[config.mk]
export PLATFORM = sky130hd
export DESIGN_NAME = fss_top
export DESIGN_NICKNAME = d
export VERILOG_FILES = /design/src/include/fss_pkg.sv /design/src/rtl/fss_top.sv /design/src/rtl/fss_flag.sv /design/src/rtl/fss_png_gate.sv
export SDC_FILE = /design/constraint.sdc
export NUM_CORES = 1
export LEC_CHECK = 0
export ABC_AREA = 1
export BUFFER_PORTS_ARGS = -buffer_cell sky130_fd_sc_hd__buf_2
export CORE_ASPECT_RATIO = 1.4
export CORE_UTILIZATION = 49
export DETAILED_ROUTE_END_ITERATION = 10
export PLACE_DENSITY = 0.85
export REMOVE_ABC_BUFFERS = 1
export SKIP_LAST_GASP = 1
export SLEW_MARGIN = 25
export SYNTH_ARGS = -nofsm -noshare
export SYNTH_HDL_FRONTEND = slang
export SYNTH_SLANG_ARGS = --single-unit
[constraint.sdc]
create_clock -name clk_in -period 1.85 [get_ports clk_in]
set_input_delay 0.2775 -clock clk_in [delete_from_list [all_inputs] [get_ports clk_in]]
set_output_delay 0.2775 -clock clk_in [all_outputs]
set_load 0.005 [all_outputs]
[src/include/fss_pkg.sv]
// Package for the fault status summary block: command codes, bit positions, reset values
package fss_pkg;

  // Command codes
  localparam logic [7:0] FSS_CMD_SUM_BYTE = 8'h78;
  localparam logic [7:0] FSS_CMD_SUM_WORD = 8'h79;
  localparam logic [7:0] FSS_CMD_VOLT = 8'h7A;
  localparam logic [7:0] FSS_CMD_CURR = 8'h7B;
  localparam logic [7:0] FSS_CMD_INPUT = 8'h7C;
  localparam logic [7:0] FSS_CMD_TEMP = 8'h7D;
  localparam logic [7:0] FSS_CMD_COMM = 8'h7E;
  localparam logic [7:0] FSS_CMD_VENDOR = 8'h80;

  // Summary byte bit positions
  localparam int FSS_SB_OFF = 6;
  localparam int FSS_SB_OVF = 5;
  localparam int FSS_SB_OCF = 4;
  localparam int FSS_SB_TEMP = 2;
  localparam int FSS_SB_COMM = 1;
  localparam int FSS_SB_OTHER = 0;

  // Summary word high byte bit positions
  localparam int FSS_SW_VOLT = 7;
  localparam int FSS_SW_CURR = 6;
  localparam int FSS_SW_INPUT = 5;
  localparam int FSS_SW_VENDOR = 4;
  localparam int FSS_SW_PNG = 3;

  // Detailed register bit positions
  localparam int FSS_V_OVF = 7;
  localparam int FSS_V_OVW = 6;
  localparam int FSS_V_UVW = 5;
  localparam int FSS_V_UVF = 4;
  localparam int FSS_V_LIM = 3;
  localparam int FSS_V_RISE = 2;
  localparam int FSS_I_OCF = 7;
  localparam int FSS_I_OCW = 5;
  localparam int FSS_IN_LOW = 3;
  localparam int FSS_T_OTF = 7;
  localparam int FSS_T_OTW = 6;
  localparam int FSS_M_BG = 7;
  localparam int FSS_M_RAIL = 6;

  // Reset values
  localparam logic FSS_LOWSUP_RST = 1'b1;
  localparam logic FSS_PNG_MASK_RST = 1'b1;
  localparam logic FSS_FLAG_RST = 1'b0;

  // Latched source flags, also used for event inputs and alert masks
  typedef struct packed {
    logic vout_overvoltage_fault;
    logic overvoltage_warning;
    logic undervoltage_warning;
    logic undervoltage_fault;
    logic setpoint_limit_warning;
    logic rise_timeout_fault;
    logic overcurrent_fault;
    logic overcurrent_warning;
    logic temp_fault;
    logic temp_warning;
    logic bandgap_overtemp_fault;
    logic internal_rail_fault;
  } fss_src_t;

  localparam int FSS_NSRC = 12;

endpackage

[src/rtl/fss_top.sv]
// Fault status summary: detailed flags, summary byte and word, alert
// Functional notes
// - Command 78h returns six read-only critical-fault summary bits; bits 7 and 3 read 0.
// - Summary bit 6 is 1 whenever the converter is not enabled.
// - Summary bit 5 mirrors the voltage register overvoltage fault flag.
// - Summary bit 4 mirrors the current register overcurrent fault flag.
// - Summary bits ignore writes; they clear only when their source flags or live inputs clear.
// - In loop slave configuration the overvoltage summary bit reads 0.
// - Summary bit 2 sets on any temperature fault or warning.
// - Summary bit 1 sets on any communication, memory or logic fault.
// - Summary bit 0 sets on any remaining listed fault or warning.
// - After reset summary bit 0 reads 1 since low-supply starts set.
// - Command 79h returns summary byte low plus warning/power-good high byte.
// - High bit 7 ORs all output-voltage faults and warnings.
// - High bit 6 ORs overcurrent fault and overcurrent warning.
// - High bit 5 sets while any input status flag is set.
// - High bit 4 sets on bandgap overtemperature or internal rail fault.
// - High bit 3 is live, unlatched power-not-good.
// - Power-not-good alert mask resets to 1.
// - Unmasked power-not-good alert waits for first power good.
// - Host write clears a source flag; its stored bit is its alert mask.
// - Low-supply sets at power-up, clears at first supply-on, no alert then.
`timescale 1ns/1ps
module fss_top
  import fss_pkg::*;
(
  input wire logic clk_in, // Clock, 200 MHz
  input wire logic rstn_in, // Async reset, active low
  input wire logic [7:0] cmd_in, // Command code
  input wire logic rd_req_in, // Read request pulse
  input wire logic wr_req_in, // Write request pulse
  input wire logic [15:0] wr_data_in, // Write data, ones clear flags
  input wire fss_src_t event_in, // Detailed fault conditions
  input wire fss_src_t mask_in, // Stored alert masks per flag
  input wire logic vin_low_in, // Supply below on threshold
  input wire logic vin_low_mask_in, // Alert mask for low-supply
  input wire logic [7:0] comm_status_in, // Comm status byte, live
  input wire logic conv_enabled_in, // Converter enabled
  input wire logic power_good_in, // Live power good
  input wire logic loop_slave_in, // Stacked loop slave
  input wire logic png_mask_wr_in, // Load power-not-good mask
  input wire logic png_mask_data_in, // New power-not-good mask
  output logic [15:0] rd_data_out, // Read data
  output logic rd_valid_out, // Read data valid pulse
  output logic [7:0] sum_byte_out, // Summary byte
  output logic [15:0] sum_word_out, // Summary word
  output logic alert_out // Alert request, active high
);
  // Detailed flags, raw and as seen through loop-slave forcing
  fss_src_t flag;
  fss_src_t clr;
  fss_src_t eff;
  logic lowsup;
  logic lowsup_clr;
  logic vin_on_q;
  logic vin_on_d;
  logic png_mask_q;
  logic png_mask_d;
  logic png_alert;

  // Write strobes per detailed register
  logic wr_volt;
  logic wr_curr;
  logic wr_in;
  logic wr_temp;
  logic wr_vend;

  // Register images, summaries and read data
  logic [7:0] volt_reg;
  logic [7:0] curr_reg;
  logic [7:0] input_reg;
  logic [7:0] temp_reg;
  logic [7:0] vend_reg;
  logic [7:0] sbyte;
  logic [7:0] shigh;
  logic [15:0] rdata;
  logic alert_d;

  // Helper terms and output next values
  logic first_on;
  logic lowsup_set;
  logic other_any;
  logic flag_alert;
  logic lowsup_alert;
  logic [15:0] rd_data_d;
  logic rd_valid_d;
  logic [7:0] sum_byte_d;
  logic [15:0] sum_word_d;

  // Write-one-to-clear decode; summary and comm codes have nothing to clear
  always_comb begin
    wr_volt = 1'b0;
    wr_curr = 1'b0;
    wr_in = 1'b0;
    wr_temp = 1'b0;
    wr_vend = 1'b0;
    if (wr_req_in) begin
      unique case (cmd_in)
        FSS_CMD_VOLT: wr_volt = 1'b1;
        FSS_CMD_CURR: wr_curr = 1'b1;
        FSS_CMD_INPUT: wr_in = 1'b1;
        FSS_CMD_TEMP: wr_temp = 1'b1;
        FSS_CMD_VENDOR: wr_vend = 1'b1;
        default: begin
        end
      endcase
    end
  end

  always_comb begin
    clr = '0;
    clr.vout_overvoltage_fault = wr_volt & wr_data_in[FSS_V_OVF];
    clr.overvoltage_warning = wr_volt & wr_data_in[FSS_V_OVW];
    clr.undervoltage_warning = wr_volt & wr_data_in[FSS_V_UVW];
    clr.undervoltage_fault = wr_volt & wr_data_in[FSS_V_UVF];
    clr.setpoint_limit_warning = wr_volt & wr_data_in[FSS_V_LIM];
    clr.rise_timeout_fault = wr_volt & wr_data_in[FSS_V_RISE];
    clr.overcurrent_fault = wr_curr & wr_data_in[FSS_I_OCF];
    clr.overcurrent_warning = wr_curr & wr_data_in[FSS_I_OCW];
    clr.temp_fault = wr_temp & wr_data_in[FSS_T_OTF];
    clr.temp_warning = wr_temp & wr_data_in[FSS_T_OTW];
    clr.bandgap_overtemp_fault = wr_vend & wr_data_in[FSS_M_BG];
    clr.internal_rail_fault = wr_vend & wr_data_in[FSS_M_RAIL];
  end

  // Twelve latched source flags, set wins over a same-cycle clear
  genvar gi;
  generate
    for (gi = 0; gi < FSS_NSRC; gi++) begin : g_flag
      fss_flag #(
        .RESET_VAL(FSS_FLAG_RST)
      ) u_flag (
        .clk_in(clk_in),
        .rstn_in(rstn_in),
        .set_in(event_in[gi]),
        .clr_in(clr[gi]),
        .flag_out(flag[gi])
      );
    end
  endgenerate

  // Voltage flags forced to 0 in loop slave
  always_comb begin
    eff = flag;
    if (loop_slave_in) begin
      eff.vout_overvoltage_fault = 1'b0;
      eff.overvoltage_warning = 1'b0;
      eff.undervoltage_warning = 1'b0;
      eff.undervoltage_fault = 1'b0;
      eff.setpoint_limit_warning = 1'b0;
      eff.rise_timeout_fault = 1'b0;
    end
  end

  // Low-supply: live until first supply-on, latched afterwards
  always_comb begin
    vin_on_d = vin_on_q | ~vin_low_in;
    first_on = ~vin_on_q & ~vin_low_in;
    lowsup_set = vin_low_in & vin_on_q;
    lowsup_clr = first_on | (wr_in & wr_data_in[FSS_IN_LOW]);
  end

  // Low-supply flag starts set; it only latches once supply has been on
  fss_flag #(
    .RESET_VAL(FSS_LOWSUP_RST)
  ) u_lowsup (
    .clk_in(clk_in),
    .rstn_in(rstn_in),
    .set_in(lowsup_set),
    .clr_in(lowsup_clr),
    .flag_out(lowsup)
  );

  // Power-not-good mask, default masked
  always_comb begin
    png_mask_d = png_mask_q;
    if (png_mask_wr_in) begin
      png_mask_d = png_mask_data_in;
    end
  end

  // Supply-on history and power-not-good mask
  always_ff @(posedge clk_in or negedge rstn_in) begin
    if (!rstn_in) begin
      vin_on_q <= 1'b0;
      png_mask_q <= FSS_PNG_MASK_RST;
    end else begin
      vin_on_q <= vin_on_d;
      png_mask_q <= png_mask_d;
    end
  end

  // Power-not-good alert, held off until power good first rises
  fss_png_gate u_png (
    .clk_in(clk_in),
    .rstn_in(rstn_in),
    .power_good_in(power_good_in),
    .mask_in(png_mask_q),
    .alert_req_out(png_alert)
  );

  // Detailed register images
  always_comb begin
    volt_reg = '0;
    volt_reg[FSS_V_OVF] = eff.vout_overvoltage_fault;
    volt_reg[FSS_V_OVW] = eff.overvoltage_warning;
    volt_reg[FSS_V_UVW] = eff.undervoltage_warning;
    volt_reg[FSS_V_UVF] = eff.undervoltage_fault;
    volt_reg[FSS_V_LIM] = eff.setpoint_limit_warning;
    volt_reg[FSS_V_RISE] = eff.rise_timeout_fault;
    curr_reg = '0;
    curr_reg[FSS_I_OCF] = eff.overcurrent_fault;
    curr_reg[FSS_I_OCW] = eff.overcurrent_warning;
    input_reg = '0;
    input_reg[FSS_IN_LOW] = lowsup;
    temp_reg = '0;
    temp_reg[FSS_T_OTF] = eff.temp_fault;
    temp_reg[FSS_T_OTW] = eff.temp_warning;
    vend_reg = '0;
    vend_reg[FSS_M_BG] = eff.bandgap_overtemp_fault;
    vend_reg[FSS_M_RAIL] = eff.internal_rail_fault;
  end

  // Catch-all conditions for summary bit 0
  always_comb begin
    other_any = eff.undervoltage_fault |
      eff.overcurrent_warning |
      eff.overvoltage_warning |
      eff.undervoltage_warning |
      eff.rise_timeout_fault |
      lowsup |
      eff.setpoint_limit_warning |
      eff.bandgap_overtemp_fault |
      eff.internal_rail_fault;
  end

  // Summaries built purely from sources, never stored from writes
  always_comb begin
    sbyte = '0;
    sbyte[FSS_SB_OFF] = ~conv_enabled_in;
    sbyte[FSS_SB_OVF] = eff.vout_overvoltage_fault;
    sbyte[FSS_SB_OCF] = eff.overcurrent_fault;
    sbyte[FSS_SB_TEMP] = |temp_reg;
    sbyte[FSS_SB_COMM] = |comm_status_in;
    sbyte[FSS_SB_OTHER] = other_any;
  end

  // High byte: warning groups and live power-not-good
  always_comb begin
    shigh = '0;
    shigh[FSS_SW_VOLT] = |volt_reg;
    shigh[FSS_SW_CURR] = |curr_reg;
    shigh[FSS_SW_INPUT] = |input_reg;
    shigh[FSS_SW_VENDOR] = |vend_reg;
    shigh[FSS_SW_PNG] = ~power_good_in;
  end

  // Read mux; summary registers are read-only
  always_comb begin
    unique case (cmd_in)
      FSS_CMD_SUM_BYTE: rdata = {8'h00, sbyte};
      FSS_CMD_SUM_WORD: rdata = {shigh, sbyte};
      FSS_CMD_VOLT: rdata = {8'h00, volt_reg};
      FSS_CMD_CURR: rdata = {8'h00, curr_reg};
      FSS_CMD_INPUT: rdata = {8'h00, input_reg};
      FSS_CMD_TEMP: rdata = {8'h00, temp_reg};
      FSS_CMD_COMM: rdata = {8'h00, comm_status_in};
      FSS_CMD_VENDOR: rdata = {8'h00, vend_reg};
      default: rdata = 16'h0000;
    endcase
  end

  // Alert from unmasked latched flags and the power-not-good gate; summaries have no mask of their own
  always_comb begin
    flag_alert = |(flag & ~mask_in);
    lowsup_alert = lowsup & vin_on_q & ~vin_low_mask_in;
    alert_d = flag_alert | lowsup_alert | png_alert;
  end

  // Output register next values; read data holds between reads
  always_comb begin
    rd_data_d = rd_data_out;
    if (rd_req_in) begin
      rd_data_d = rdata;
    end
    rd_valid_d = rd_req_in;
    sum_byte_d = sbyte;
    sum_word_d = {shigh, sbyte};
  end

  // Every top-level output comes straight from a flip-flop
  always_ff @(posedge clk_in or negedge rstn_in) begin
    if (!rstn_in) begin
      rd_data_out <= 16'h0000;
      rd_valid_out <= 1'b0;
      sum_byte_out <= 8'h00;
      sum_word_out <= 16'h0000;
      alert_out <= 1'b0;
    end else begin
      rd_data_out <= rd_data_d;
      rd_valid_out <= rd_valid_d;
      sum_byte_out <= sum_byte_d;
      sum_word_out <= sum_word_d;
      alert_out <= alert_d;
    end
  end
endmodule

[src/rtl/fss_flag.sv]
// One sticky status flag: set wins over clear
`timescale 1ns/1ps
module fss_flag
  import fss_pkg::*;
#(
  parameter logic RESET_VAL = 1'b0
) (
  input wire logic clk_in, // Clock
  input wire logic rstn_in, // Async reset, active low
  input wire logic set_in, // Condition present
  input wire logic clr_in, // Host clear
  output logic flag_out // Latched flag
);
  logic flag_d;

  always_comb begin
    flag_d = flag_out;
    if (clr_in) begin
      flag_d = 1'b0;
    end
    if (set_in) begin
      flag_d = 1'b1;
    end
  end

  always_ff @(posedge clk_in or negedge rstn_in) begin
    if (!rstn_in) begin
      flag_out <= RESET_VAL;
    end else begin
      flag_out <= flag_d;
    end
  end
endmodule

[src/rtl/fss_png_gate.sv]
// Power-not-good alert gate: held off until power good first rises
`timescale 1ns/1ps
module fss_png_gate
  import fss_pkg::*;
(
  input wire logic clk_in, // Clock
  input wire logic rstn_in, // Async reset, active low
  input wire logic power_good_in, // Live power good
  input wire logic mask_in, // Alert mask for power-not-good
  output logic alert_req_out // Power-not-good may raise alert
);
  logic seen_q;
  logic seen_d;

  always_comb begin
    seen_d = seen_q | power_good_in;
  end

  always_ff @(posedge clk_in or negedge rstn_in) begin
    if (!rstn_in) begin
      seen_q <= 1'b0;
    end else begin
      seen_q <= seen_d;
    end
  end

  assign alert_req_out = seen_q & ~mask_in & ~power_good_in;
endmodule

==> key figures <==
Status
  – Status: finished clean

GRT
  – Congestion Overflow GR: 0
  – First-pass GRT wire length: 8540 um
  – GRT Total Usage: 0.241
  – Largest net degree at the start of global routing: 43
  – Initial antenna violation count: 0
  – Vias in the first global route: 1,913

Run
  – # Max-Cap Violations: 0

Drt
  – DR WL met3: 223 um
  – # DRC: 0
  – Number of routed nets with antenna violations: 0
  – M1 WL: 2060 um
  – Via/cell ratio: 4.74
  – Max Used Layer: met4
  – Starting DRT DRC Count: 78
  – WL final: 5210 um
  – Met2 WL: 2840 um
  – Routed length per instance: 12.5 um
  – Drt first pass iters: 5
  – Via count: 1,978

Clock tree
  – CTS Root Cell: clkbuf_8
  – Hold Buf Count CTS: 0
  – CTS H-tree lvls: 2
  – # clock sinks: 42
  – Worst-Skew Late Latency: 0.29 ns
  – Number of gates resized after cts: 0
  – Setup Fix Bufs, Post-CTS: 0
  – Clk buf depth: 2
  – CTS tree: done
  – Num CTS Buffers: 5
  – Worst-path clk slew: 0.08 ns

Yosys
  – Leading area contributor after synthesis: dfrtp_1
  – Sequential fraction of the synthesis area: 0.484
  – Yosys cell types: 25
  – YS warnings: 0
  – Average cell area after synthesis: 8.07 um^2
  – Syn Inst Count: 270
  – Synthesized cell area: 2180 um^2
  – Area share of the largest cell type after synthesis: 0.460
  – Ranking of synthesized cells by area: dfrtp_1 46%, nand2_1 11%, inv_1 6.2%
  – Flops & latches, synth: 42

Critical path
  – Reg-to-reg critical path endpoint: rd_data_out[0]$_DFFE_PN0P_
  – Reg2reg path depth: 6
  – Crit path kind: reg2reg
  – R2R Path Start: g_flag[0].u_flag.flag_out$_DFFE_PN0P_
  – Worst endpoint required time: 2.04 ns
  – R2R Setup Slk: 0.59 ns
  – Critical Path Start Type: flip-flop
  – Critical Path Start: g_flag[0].u_flag.flag_out$_DFFE_PN0P_
  – Crit-path max FO: 3
  – CP arrival: 1.45 ns
  – Crit path to: rd_data_out[0]$_DFFE_PN0P_
  – Worst Setup End Kind: flip-flop

Timing
  – Fin crit share: 0.682
  – RSZ-0062 raised after global routing: no
  – Worst-margin pin slew: 0.524 ns
  – Clk_skew: 0.00540 ns
  – Fmax: 793 MHz
  – Setup ws final: 0.589 ns
  – Final hold vios: 0
  – Finish-stage setup viols: 0
  – Slew Limit Fails: 0
  – Fin Setup TNS: 0 ns
  – Relative slew slack: 0.651
  – Tmin final: 1.26 ns

Placement
  – Detailed placement HPWL: 4200 um
  – Port Buffer Count: 88
  – Gpl congestion: 0.897
  – Post-place setup slack: 0.372 ns
  – Placed Cells: 409

Pwr
  – Peak supply drop: 445 uV
  – Leakage: 0.00147 uW
  – Power per cell area: 673 nW/um^2

Floorplan
  – Die ar.: 4720 um^2
  – Row cnt: 28
  – Die Width: 58.4 um
  – Core Box Area: 4240 um^2
  – Starting density of the core: 0.514
  – IO Pins: 109
  – Die height: 80.9 um

Cells and area
  – Layout cells sized above 1: 0.300
  – Commonest non-fill, non-tap cell in the layout: buf_2
  – Leading cell types in the layout, fill and taps excluded: 88 x buf_2, 62 x nand2_1, 40 x dfrtp_1
  – Final #Nets: 423
  – Syn-to-layout area delta: 24.3%
  – Ant. Diodes: 0
  – Final Non-Filler Cells: 417
  – Final core utilization: 0.639

Min path
  – Hold Crit Class: in2async
kinds of logic (layout without fill, tap and decap cells):
group / after synthesis / after routing / share of synthesized area
compound gates: 30 / 30 / 0.0833
flops: 42 / 42 / 0.484
buf+inv: 57 / 135 / 0.129
simple gates: 140 / 140 / 0.303
other cells: 1 / 10 / 0.00172
report_power, final:
group | switching, uW | internal (uW) | leakage (uW)
Clock | 298 | 404 | 0.0000524
Combinational | 115 | 73.2 | 0.000967
Sequential | 3.50 | 929 | 0.000451
stage by stage:
| stage | area, um^2 | total power [uW] | hold slack [ns] |
|---|---|---|---|
| 2_1_floorplan | 2070 | 1020 | -0.0181 |
| 3_5_place_dp | 2600 | 1140 | 0.370 |
| 6_report | 2710 | 1820 | 0.0414 |
| 5_1_grt | 2710 | 1900 | 0.0990 |
| 3_3_place_gp | 2600 | 1130 | 0.359 |
| 4_1_cts | 2710 | 1820 | 0.0586 |
worst min-delay path by stage:
stage | endpoint | cells after the start | startpoint | slack, ns
final | alert_out$_DFF_PN0_ | 2 | rstn_in | 0.04
after CTS | sum_word_out[11]$_DFF_PN0_ | 2 | rstn_in | 0.06
after global routing | alert_out$_DFF_PN0_ | 2 | rstn_in | 0.1
after floorplan | alert_out$_DFF_PN0_ | 0 | rstn_in | -0.02
after global placement | alert_out$_DFF_PN0_ | 2 | rstn_in | 0.36
after detailed placement | sum_word_out[11]$_DFF_PN0_ | 2 | rstn_in | 0.37
layer usage:
| metal | up-vias | GRT usage |
|---|---|---|
| met1 | 885 | 0.276 |
| met2 | 79 | 0.434 |
| met5 | - | 0 |
| met4 | 0 | 0.0905 |
| li1 | 1004 | - |
| met3 | 10 | 0.0510 |
area by class of cell:
cell class / count / area (um^2)
Clock inverter: 1 / 30.0
Inverter: 37 / 139
Fill cell: 413 / 1530
Tap cell: 60 / 75.1
Sequential cell: 42 / 1050
Clock buffer: 7 / 76.3
Multi-Input combinational cell: 180 / 878
Timing Repair Buffer: 90 / 455
cells in the mapped netlist (all sizes together):
library cell / instances
o21ai: 12
nand3: 24
o31ai: 1
buf: 19
a21oi: 4
or2: 5
nand4: 9
o2111ai: 1
dfrtp: 40
a21o: 4
inv: 37
o21bai: 4
o22ai: 4
clkbuf: 1
nand2: 65
nor3: 6
nor2: 31
dfstp: 2
conb: 1
worst max-delay path, cell delays in order, from the launching register on:
cell,delay (ns)
dfrtp_1,0.40
nor2_1,0.23
nand3_1,0.11
nor2_1,0.20
o21ai_0,0.12
nand2_1,0.07
nand2_1,0.04
registers in the layout (all words and copies together), names as in the netlist:
signal / flops
alert_out: 1
vin_on_q: 1
rd_valid_out: 1
u_png.seen_q: 1
png_mask_q: 1
g_flag.u_flag.flag_out: 12
u_lowsup.flag_out: 1
sum_word_out: 11
rd_data_out: 13
(Power assumes the default switching activity.)
